**src/rtl/scpm_pkg.sv**
```systemverilog
// Constants and types of the strap capture and pin mux block
`default_nettype none
package scpm_pkg;
  localparam logic [7:0] ADDR_CTRL = 8'h00;
  localparam logic [7:0] ADDR_GPIO_OE = 8'h04;
  localparam logic [7:0] ADDR_GPIO_OUT = 8'h08;
  localparam logic [7:0] ADDR_GPIO_IN = 8'h0c;
  localparam logic [7:0] ADDR_STRAP = 8'h10;
  localparam logic [7:0] ADDR_INT_STATUS = 8'h14;
  localparam logic [7:0] ADDR_INT_MASK = 8'h18;
  localparam logic [7:0] ADDR_STATUS = 8'h1c;
  localparam int CTRL_CH0_LSB = 0;
  localparam int CTRL_CH1_LSB = 4;
  localparam int INT_WAKE_BIT = 0;
  localparam int INT_STRAP_BIT = 1;
  localparam logic [3:0] TX_CURRENT_RST = 4'h0;
  localparam logic [3:0] TX_EQ_RST = 4'h8;
  localparam logic [1:0] TERM_RST = 2'h0;
  localparam logic [7:0] CTRL_RST = 8'h00;
  localparam logic [7:0] GPIO_OE_RST = 8'h00;
  localparam logic [7:0] GPIO_OUT_RST = 8'h00;
  localparam logic [1:0] INT_RST = 2'h0;
  typedef enum logic [2:0] {
    ST_SAMPLE = 3'b001,
    ST_HOLD = 3'b010,
    ST_RUN = 3'b100
  } scpm_state_type;
endpackage : scpm_pkg
`default_nettype wire

```
**src/rtl/scpm_top.sv**
```systemverilog
// Strap capture, shared pin mux, wake output and APB register slave
`timescale 1ns/10ps
`default_nettype none
module scpm_top (
  // Clock and reset
  input wire logic clk,
  input wire logic arst_n,
  // System reset, strap window
  input wire logic system_reset_n,
  // APB slave
  input wire logic psel,
  input wire logic penable,
  input wire logic pwrite,
  input wire logic [7:0] paddr,
  input wire logic [31:0] pwdata,
  output logic [31:0] prdata,
  output logic pready,
  output logic pslverr,
  // Channel-0 mode pins
  input wire logic [3:0] ch0XcvrModeSelIn,
  output logic [3:0] ch0XcvrModeSel,
  output logic [3:0] ch0XcvrModeSelOe,
  // Channel-1 mode pins
  input wire logic [3:0] ch1XcvrModeSelIn,
  output logic [3:0] ch1XcvrModeSel,
  output logic [3:0] ch1XcvrModeSelOe,
  // General-purpose pins
  input wire logic [7:0] gpioIn,
  output logic [7:0] gpioOut,
  output logic [7:0] gpioOe,
  // Wake path
  input wire logic ringInd0_n,
  input wire logic linkInL2,
  output logic wakeup_n,
  // Captured straps
  output logic [3:0] txCurrentLevel,
  output logic driveReduceFlag,
  output logic phyDebugSelect,
  output logic driveBoostFlag,
  output logic [3:0] txEqualizationLevel,
  output logic eepromWordOrg,
  output logic [1:0] rxTerminationAdjust,
  output logic [1:0] txTerminationAdjust,
  output logic strapValid,
  // Interrupt
  output logic irq
);
  import scpm_pkg::*;

  // State
  scpm_state_type state_q;
  scpm_state_type state_d;

  // Strap registers
  logic [3:0] txCur_q;
  logic [3:0] txCur_d;
  logic reduce_q;
  logic reduce_d;
  logic debug_q;
  logic debug_d;
  logic boost_q;
  logic boost_d;
  logic [3:0] txEq_q;
  logic [3:0] txEq_d;
  logic org_q;
  logic org_d;
  logic [1:0] rxTerm_q;
  logic [1:0] rxTerm_d;
  logic [1:0] txTerm_q;
  logic [1:0] txTerm_d;

  // Software registers
  logic [7:0] ctrl_q;
  logic [7:0] ctrl_d;
  logic [7:0] gpioOeReg_q;
  logic [7:0] gpioOeReg_d;
  logic [7:0] gpioOutReg_q;
  logic [7:0] gpioOutReg_d;
  logic [1:0] intStatus_q;
  logic [1:0] intStatus_d;
  logic [1:0] intMask_q;
  logic [1:0] intMask_d;

  // Pin drive registers
  logic [3:0] ch0Out_q;
  logic [3:0] ch0Out_d;
  logic [3:0] ch0Oe_q;
  logic [3:0] ch0Oe_d;
  logic [3:0] ch1Out_q;
  logic [3:0] ch1Out_d;
  logic [3:0] ch1Oe_q;
  logic [3:0] ch1Oe_d;
  logic [7:0] gpioPinOut_q;
  logic [7:0] gpioPinOut_d;
  logic [7:0] gpioPinOe_q;
  logic [7:0] gpioPinOe_d;
  logic wake_n_q;
  logic wake_n_d;
  logic irq_q;
  logic irq_d;

  // APB answer registers
  logic [31:0] prdata_q;
  logic [31:0] prdata_d;
  logic pready_q;
  logic pready_d;
  logic pslverr_q;
  logic pslverr_d;

  // Decode helpers
  logic accessFirst;
  logic writeCommit;
  logic addrHit;
  logic wakeEvent;
  logic strapEvent;
  logic [1:0] eventSet;

  // Strap window sequencing
  always_comb begin
    state_d = state_q;
    case (state_q)
      ST_SAMPLE: begin
        if (system_reset_n) begin
          state_d = ST_HOLD;
        end
      end
      ST_HOLD: begin
        state_d = system_reset_n ? ST_RUN : ST_SAMPLE;
      end
      ST_RUN: begin
        if (!system_reset_n) begin
          state_d = ST_SAMPLE;
        end
      end
      default: begin
        state_d = ST_SAMPLE;
      end
    endcase
  end

  always_ff @(posedge clk or negedge arst_n) begin
    if (!arst_n) begin
      state_q <= ST_SAMPLE;
    end else begin
      state_q <= state_d;
    end
  end

  // Strap capture, follows pins only while system reset is low
  always_comb begin
    txCur_d = txCur_q;
    reduce_d = reduce_q;
    debug_d = debug_q;
    boost_d = boost_q;
    txEq_d = txEq_q;
    org_d = org_q;
    rxTerm_d = rxTerm_q;
    txTerm_d = txTerm_q;
    if (state_q == ST_SAMPLE && !system_reset_n) begin
      txCur_d = {ch1XcvrModeSelIn[2:0], ch0XcvrModeSelIn[3]};
      reduce_d = ch0XcvrModeSelIn[2];
      debug_d = ch0XcvrModeSelIn[1];
      boost_d = ch0XcvrModeSelIn[0];
      txEq_d = {gpioIn[2:0], ch1XcvrModeSelIn[3]};
      org_d = gpioIn[7];
      rxTerm_d = gpioIn[6:5];
      txTerm_d = gpioIn[4:3];
    end
  end

  always_ff @(posedge clk or negedge arst_n) begin
    if (!arst_n) begin
      txCur_q <= TX_CURRENT_RST;
      reduce_q <= 1'b0;
      debug_q <= 1'b0;
      boost_q <= 1'b0;
      txEq_q <= TX_EQ_RST;
      org_q <= 1'b0;
      rxTerm_q <= TERM_RST;
      txTerm_q <= TERM_RST;
    end else begin
      txCur_q <= txCur_d;
      reduce_q <= reduce_d;
      debug_q <= debug_d;
      boost_q <= boost_d;
      txEq_q <= txEq_d;
      org_q <= org_d;
      rxTerm_q <= rxTerm_d;
      txTerm_q <= txTerm_d;
    end
  end

  // APB decode
  always_comb begin
    accessFirst = psel && penable && !pready_q;
    writeCommit = psel && penable && pready_q && pwrite;
    case (paddr)
      ADDR_CTRL, ADDR_GPIO_OE, ADDR_GPIO_OUT, ADDR_GPIO_IN,
      ADDR_STRAP, ADDR_INT_STATUS, ADDR_INT_MASK, ADDR_STATUS: addrHit = 1'b1;
      default: addrHit = 1'b0;
    endcase
  end

  // Events and software registers
  always_comb begin
    wakeEvent = wake_n_q && !wake_n_d;
    strapEvent = (state_q == ST_HOLD) && (state_d == ST_RUN);
    eventSet = 2'h0;
    eventSet[INT_WAKE_BIT] = wakeEvent;
    eventSet[INT_STRAP_BIT] = strapEvent;
    ctrl_d = ctrl_q;
    gpioOeReg_d = gpioOeReg_q;
    gpioOutReg_d = gpioOutReg_q;
    intMask_d = intMask_q;
    intStatus_d = intStatus_q;
    if (writeCommit) begin
      case (paddr)
        ADDR_CTRL: ctrl_d = pwdata[7:0];
        ADDR_GPIO_OE: gpioOeReg_d = pwdata[7:0];
        ADDR_GPIO_OUT: gpioOutReg_d = pwdata[7:0];
        ADDR_INT_STATUS: intStatus_d = intStatus_q & ~pwdata[1:0];
        ADDR_INT_MASK: intMask_d = pwdata[1:0];
        default: ctrl_d = ctrl_q;
      endcase
    end
    intStatus_d = intStatus_d | eventSet;
    irq_d = |(intStatus_d & intMask_d);
  end

  // Pin drive, released only after straps are held
  always_comb begin
    ch0Out_d = ctrl_d[CTRL_CH0_LSB +: 4];
    ch1Out_d = ctrl_d[CTRL_CH1_LSB +: 4];
    gpioPinOut_d = gpioOutReg_d;
    if (state_d == ST_RUN) begin
      ch0Oe_d = 4'hf;
      ch1Oe_d = 4'hf;
      gpioPinOe_d = gpioOeReg_d;
    end else begin
      ch0Oe_d = 4'h0;
      ch1Oe_d = 4'h0;
      gpioPinOe_d = 8'h00;
    end
  end

  // Wake output, held until the link leaves L2
  always_comb begin
    wake_n_d = wake_n_q;
    if (state_q != ST_RUN || !linkInL2) begin
      wake_n_d = 1'b1;
    end else if (!ringInd0_n) begin
      wake_n_d = 1'b0;
    end
  end

  // APB read answer, one wait state
  always_comb begin
    pready_d = accessFirst;
    pslverr_d = accessFirst && !addrHit;
    prdata_d = prdata_q;
    if (accessFirst) begin
      prdata_d = 32'h0;
      if (!pwrite) begin
        case (paddr)
          ADDR_CTRL: prdata_d[7:0] = ctrl_q;
          ADDR_GPIO_OE: prdata_d[7:0] = gpioOeReg_q;
          ADDR_GPIO_OUT: prdata_d[7:0] = gpioOutReg_q;
          ADDR_GPIO_IN: prdata_d[7:0] = gpioIn;
          ADDR_STRAP: prdata_d[16:0] = {strapValid, txTerm_q, rxTerm_q, org_q,
                                        txEq_q, debug_q, boost_q, reduce_q, txCur_q};
          ADDR_INT_STATUS: prdata_d[1:0] = intStatus_q;
          ADDR_INT_MASK: prdata_d[1:0] = intMask_q;
          ADDR_STATUS: prdata_d[3:0] = {state_q, wake_n_q};
          default: prdata_d = 32'h0;
        endcase
      end
    end
  end

  always_ff @(posedge clk or negedge arst_n) begin
    if (!arst_n) begin
      ctrl_q <= CTRL_RST;
      gpioOeReg_q <= GPIO_OE_RST;
      gpioOutReg_q <= GPIO_OUT_RST;
      intStatus_q <= INT_RST;
      intMask_q <= INT_RST;
      irq_q <= 1'b0;
      ch0Out_q <= 4'h0;
      ch0Oe_q <= 4'h0;
      ch1Out_q <= 4'h0;
      ch1Oe_q <= 4'h0;
      gpioPinOut_q <= 8'h00;
      gpioPinOe_q <= 8'h00;
      wake_n_q <= 1'b1;
      prdata_q <= 32'h0;
      pready_q <= 1'b0;
      pslverr_q <= 1'b0;
    end else begin
      ctrl_q <= ctrl_d;
      gpioOeReg_q <= gpioOeReg_d;
      gpioOutReg_q <= gpioOutReg_d;
      intStatus_q <= intStatus_d;
      intMask_q <= intMask_d;
      irq_q <= irq_d;
      ch0Out_q <= ch0Out_d;
      ch0Oe_q <= ch0Oe_d;
      ch1Out_q <= ch1Out_d;
      ch1Oe_q <= ch1Oe_d;
      gpioPinOut_q <= gpioPinOut_d;
      gpioPinOe_q <= gpioPinOe_d;
      wake_n_q <= wake_n_d;
      prdata_q <= prdata_d;
      pready_q <= pready_d;
      pslverr_q <= pslverr_d;
    end
  end

  // Outputs
  assign prdata = prdata_q;
  assign pready = pready_q;
  assign pslverr = pslverr_q;
  assign ch0XcvrModeSel = ch0Out_q;
  assign ch0XcvrModeSelOe = ch0Oe_q;
  assign ch1XcvrModeSel = ch1Out_q;
  assign ch1XcvrModeSelOe = ch1Oe_q;
  assign gpioOut = gpioPinOut_q;
  assign gpioOe = gpioPinOe_q;
  assign wakeup_n = wake_n_q;
  assign txCurrentLevel = txCur_q;
  assign driveReduceFlag = reduce_q;
  assign phyDebugSelect = debug_q;
  assign driveBoostFlag = boost_q;
  assign txEqualizationLevel = txEq_q;
  assign eepromWordOrg = org_q;
  assign rxTerminationAdjust = rxTerm_q;
  assign txTerminationAdjust = txTerm_q;
  assign strapValid = state_q[2];
  assign irq = irq_q;
endmodule : scpm_top
`default_nettype wire

```
**config.mk**
```make
export PLATFORM = sky130hd
export DESIGN_NAME = scpm_top
export DESIGN_NICKNAME = d
export VERILOG_FILES = /design/src/rtl/scpm_pkg.sv /design/src/rtl/scpm_top.sv
export SDC_FILE = /design/constraint.sdc
export NUM_CORES = 1
export LEC_CHECK = 0
export ABC_AREA = 1
export BUFFER_PORTS_ARGS = -buffer_cell sky130_fd_sc_hd__buf_2
export CAP_MARGIN = 10
export CORE_ASPECT_RATIO = 1.75
export CORE_MARGIN = 2
export CORE_UTILIZATION = 31
export CTS_BUF_LIST = sky130_fd_sc_hd__clkbuf_2
export DETAILED_ROUTE_END_ITERATION = 8
export GPL_TIMING_DRIVEN = 0
export PLACE_DENSITY = 0.59
export RECOVER_POWER = 100
export SYNTH_ARGS = -nofsm -noshare
export SYNTH_HDL_FRONTEND = slang
export SYNTH_SLANG_ARGS = --single-unit
```
**constraint.sdc**
```tcl
create_clock -name clk -period 3.2 [get_ports clk]
set_clock_uncertainty 0.05 [all_clocks]
set_input_delay 0.64 -clock clk [delete_from_list [all_inputs] [get_ports clk]]
set_output_delay 0.64 -clock clk [all_outputs]
set_load 0.1 [all_outputs]
```
* Word-level counts from Yosys, hierarchy flattened
Memory sizes are Yosys's and may differ from the RTL's. Index checks and enable logic that the tools add are counted.
Cells by class: equality and inequality tests 12, muxes and demuxes 22, bitwise gates (word level) 4, reductions and logical operators 18
Operators by type and width (number):
- $mux W8 | 5
- $eq A8 B5 Y1 const B | 4
- $pmux W4 S5 | 1
- $mux W17 | 1
- $eq A8 B4 Y1 const B | 2
- $pmux W2 S8 | 1
- $pmux W2 S6 | 1
- $mux W3 | 3
- $mux W9 | 1
- $pmux W3 S3 | 1
- $eq A8 B3 Y1 const B | 1
- $logic_and A1 B1 Y1 | 8
- $logic_not A8 Y1 | 1
- $mux W2 | 4
- $eq A3 B3 Y1 const B | 2
- $logic_not A1 Y1 | 5
- $and A2 B2 Y2 | 2
- $mux W4 | 1
- $eq A3 B1 Y1 const B | 1
- $eq A3 B2 Y1 const B | 1
- $logic_not A3 Y1 | 1
- $mux W1 | 3
- $ne A3 B3 Y1 const B | 1
- $not A2 Y2 | 1
- other kinds (4) | 4
Storage, ports and cells: flip-flop bits (word level) 103, memory bits (read-only) 32, input bits 64, memories kept 1
Memory list:
- (name not given) | depth 32, bits a word 1, read ports 1, clocked after memory_dff 0, wr ports 0, RTL line scpm_top.sv:197 | case (paddr)

* Longest topological paths before layout
depth after elaboration 8, gate-level depth with buffers 10

* Least setup slack after synthesis
No wires, ideal clock.
path type flip-flop to output port, start register ch1XcvrModeSelOe[2] (netlist name), end output port ch0XcvrModeSelOe[1], arrival time 1.424 ns, path slack 1.086 ns, stages on the path, launching flop included 2, path buffers 1, cell sequence dfrtp_1 -> buf_4
RTL lines:
- end: declaration | RTL line scpm_top.sv:22 | output logic [3:0] ch0XcvrModeSelOe,

* Worst setup path in the final report
start register wake_n_q (netlist: wakeup_n), end output port wakeup_n
RTL lines:
- start: declaration | RTL line scpm_top.sv:97 | logic wake_n_q;
- start signal: assignment | RTL line scpm_top.sv:311 | wake_n_q <= wake_n_d;
- end: declaration | RTL line scpm_top.sv:34 | output logic wakeup_n,
No word-level cell between the ends.

==> metrics.md <==
| Metric | Value |
|---|---|
| CP cell instances | `clkbuf_1` |
| H-tree depth | `3` |
| Worst EP required | `2.51 ns` |
| Max-slew headroom | `15.24%` |
| Post-DP Area | `0.004522 mm²` |
| # fillers | `1279` |
| Row cnt | `53` |
| CP max stage cell | `clkbuf_1` |
| Mapped Avg Cell Area | `8.884 µm²` |
| Core Area | `0.01187 mm²` |
| Number of global-route vias before repair | `3212` |
| Yosys warns | `0` |
| Die footprint | `0.01293 mm²` |
| HP Class | `in2reg` |
| Wirelength per Cell | `14.29 µm` |
| Setup violators final | `0` |
| Final period util | `84.44%` |
| CP peak stage delay | `0.87 ns` |
| Maximum clock path buffer count | `2` |
| Max VDD drop | `0.2014 mV` |
| I/O pins | `149` |
| Most common cell after layout, fill and taps aside | `nand2_1` |
| Critical Path Stages | `1` |
| Share of layout cells above drive strength 1 | `19.14%` |
| Fraction of the yosys area taken by sequential cells | `51.87%` |
| Total CTS buffers | `9` |
| Synth cell types | `33` |
| Final WL | `9.958 mm` |
| Critical Path End Type | `output pin` |
| Port bufs | `109` |
| Worst-path maximum fanout | `4` |
| Gp weighted congestion | `0.8961` |
| GRT overflow | `0` |
| Syn-to-layout area delta | `18.92%` |
| Routed Antenna Nets | `0` |
| Vias | `3181` |
| Clk_lat worst skew | `0.55 ns` |
| Worst reg2reg path depth | `5` |
| Largest delay contributor family on the critical path | `buffers and inverters` |
| Final hold viol count | `0` |
| GRT Total Usage | `15.90%` |
| Static leakage | `2.354 nW` |
| Reg clk slew, reported paths | `0.19 ns` |
| Final-report max-slew violation count | `0` |
| Slew of the pin with the lowest slew margin | `1.258 ns` |
| Antenna violations before repair | `1` |
| RSZ-0062 raised after global routing | `false` |
| First-pass DRT Iterations | `4` |
| CTS tree | `yes` |
| #FFs+latches synth | `77` |
| Hold Path Cell Cnt | `2` |
| CTS resizes | `0` |
| First-pass GRT wire length | `15.71 mm` |
| # clock sinks | `77` |
| Final net count | `619` |
| Drt initial violations | `139` |
| Initial Utilization | `31.36%` |
| Final worst path period need | `2.702 ns` |
| Dpl hpwl | `8.056 mm` |
| Post-Syn Instances | `419` |
| Root buffer cell | `clkbuf_2` |
| Chip width | `86.84 µm` |
| Commonest non-fill, non-tap cells in the layout | `nand2_1 (115), dfrtp_1 (74), clkbuf_1 (71)` |
| Die Ht | `149.0 µm` |
| Outcome | `complete, no violations` |
| Post-Syn Area | `0.003722 mm²` |
| WP buf/inv | `1` |
| TNS Setup | `0 ns` |
| Arrival time worst endpoint | `2.01 ns` |
| Largest net degree at the start of global routing | `61` |
| Pwr Density | `674.5 mW/mm²` |
| Design area | `0.004427 mm²` |
| DRC viols | `0` |
| Fmax | `0.3701 GHz` |
| Startpoint Class | `register` |
| DR vias/cell | `4.564` |
| # Post-CTS Setup Buffers | `0` |
| Max-Cap Viols | `0` |
| CP Class | `reg2out` |
## power breakdown
group	switching (mW)	internal, mW
clock network	0.340	0.255
registers	0.0963	1.09
logic	1.05	0.155
total	1.49	1.50
## final cells by class
class	count	area [µm²]	area share (%)
Sequential cell	77	1931	43.61
Clock inverter	6	86.33	1.950
Inverter	47	180.2	4.070
Clock buffer	9	45.04	1.018
Timing Repair Buffer	111	501.7	11.33
Multi-Input combinational cell	279	1306	29.51
Tap cell	137	171.4	3.872
Buffer	30	202.7	4.579
Antenna cell	1	2.502	0.05653
## routing by layer
| layer | vias up | GRT usage, % | part of all wire (%) |
|---|---|---|---|
| met2 | 103 | 29.47 | 56 |
| met5 | - | 0 | 0 |
| met4 | 0 | 7.891 | 3.1 |
| met3 | 21 | 3.320 | 5.1 |
| met1 | 1489 | 16.35 | 36 |
| li1 | 1568 | - | - |
## Yosys cell counts
cell	count	area, µm²
or2_2	4	25.02
nor2_4	4	45.04
o31ai_1	5	37.54
o21ai_1	28	140.1
nand3_2	1	10.01
nor4_1	1	6.260
a21oi_1	6	30.03
conb_1	1	3.750
nand3_1	36	180.2
o21ai_2	11	96.34
buf_4	24	180.2
nor2_1	24	90.09
inv_1	39	146.4
nand4_4	1	21.27
inv_6	1	8.760
buf_2	1	5.000
nand2_4	2	22.52
nand2_2	8	50.05
nand4_1	2	12.51
clkbuf_1	1	3.750
buf_6	3	33.78
nor2_8	1	20.02
mux2_1	4	45.04
dfstp_2	3	78.83
inv_2	6	22.52
buf_1	1	3.750
inv_4	1	6.260
nor2_2	3	18.77
mux2_4	4	60.06
o21ai_0	6	30.03
dfrtp_1	74	1852
nand2_1	111	416.7
nor3_2	2	20.02
## kinds of logic after synthesis
group	after synthesis	synth area share [%]
buffers and inverters	77	11.02
AO/OA/AOI/OAI	56	8.975
AND/OR/NAND/NOR	200	25.21
other	1	0.1007
flip-flops	77	51.87
multiplexers	8	2.824
## state kept, by name, indices dropped and copies added (netlist names), 2 cells and up
register,flops
prdata,17
gpioOeReg_q,8
gpioOe,8
gpioOut,8
ch1XcvrModeSel,4
txCurrentLevel,4
txEqualizationLevel,4
ch0XcvrModeSel,3
state_q,3
intMask_q,2
intStatus_q,2
rxTerminationAdjust,2
txTerminationAdjust,2
## path summary, 6_finish.rpt
path                                     endpoint  slack [ns]              startpoint
setup reg to reg                        gpioOe[6]        0.94                  pready
hold reg to reg            txEqualizationLevel[3]        0.45  txEqualizationLevel[3]
setup / recovery                         wakeup_n        0.50                wakeup_n
hold / removal                           wakeup_n        0.20                linkInL2
min in group asynchronous               prdata[4]        0.72                  arst_n
max in group asynchronous                wakeup_n        1.48                  arst_n
## stage by stage
stage	utilization, %	power, mW	setup WS [ns]	instances	hold slack [ns]
final	37.29	2.986	0.4979	697	0.1984
after global routing	37.29	3.111	0.4017	697	0.1481
after CTS	39.29	3.076	0.8668	696	0.1751
after detailed placement	38.09	2.480	1.226	680	0.4214
after global placement	37.84	2.461	0.9302	679	0.4125
after floorplan	-	2.235	1.086	433	0.2944
## timing repair
action                                  in CTS  in global routing
endpoints found under the setup margin       0                  0
endpoints found under the hold margin       17                  0
hold buffers                                 1                  0
(Power assumes the default switching activity.)
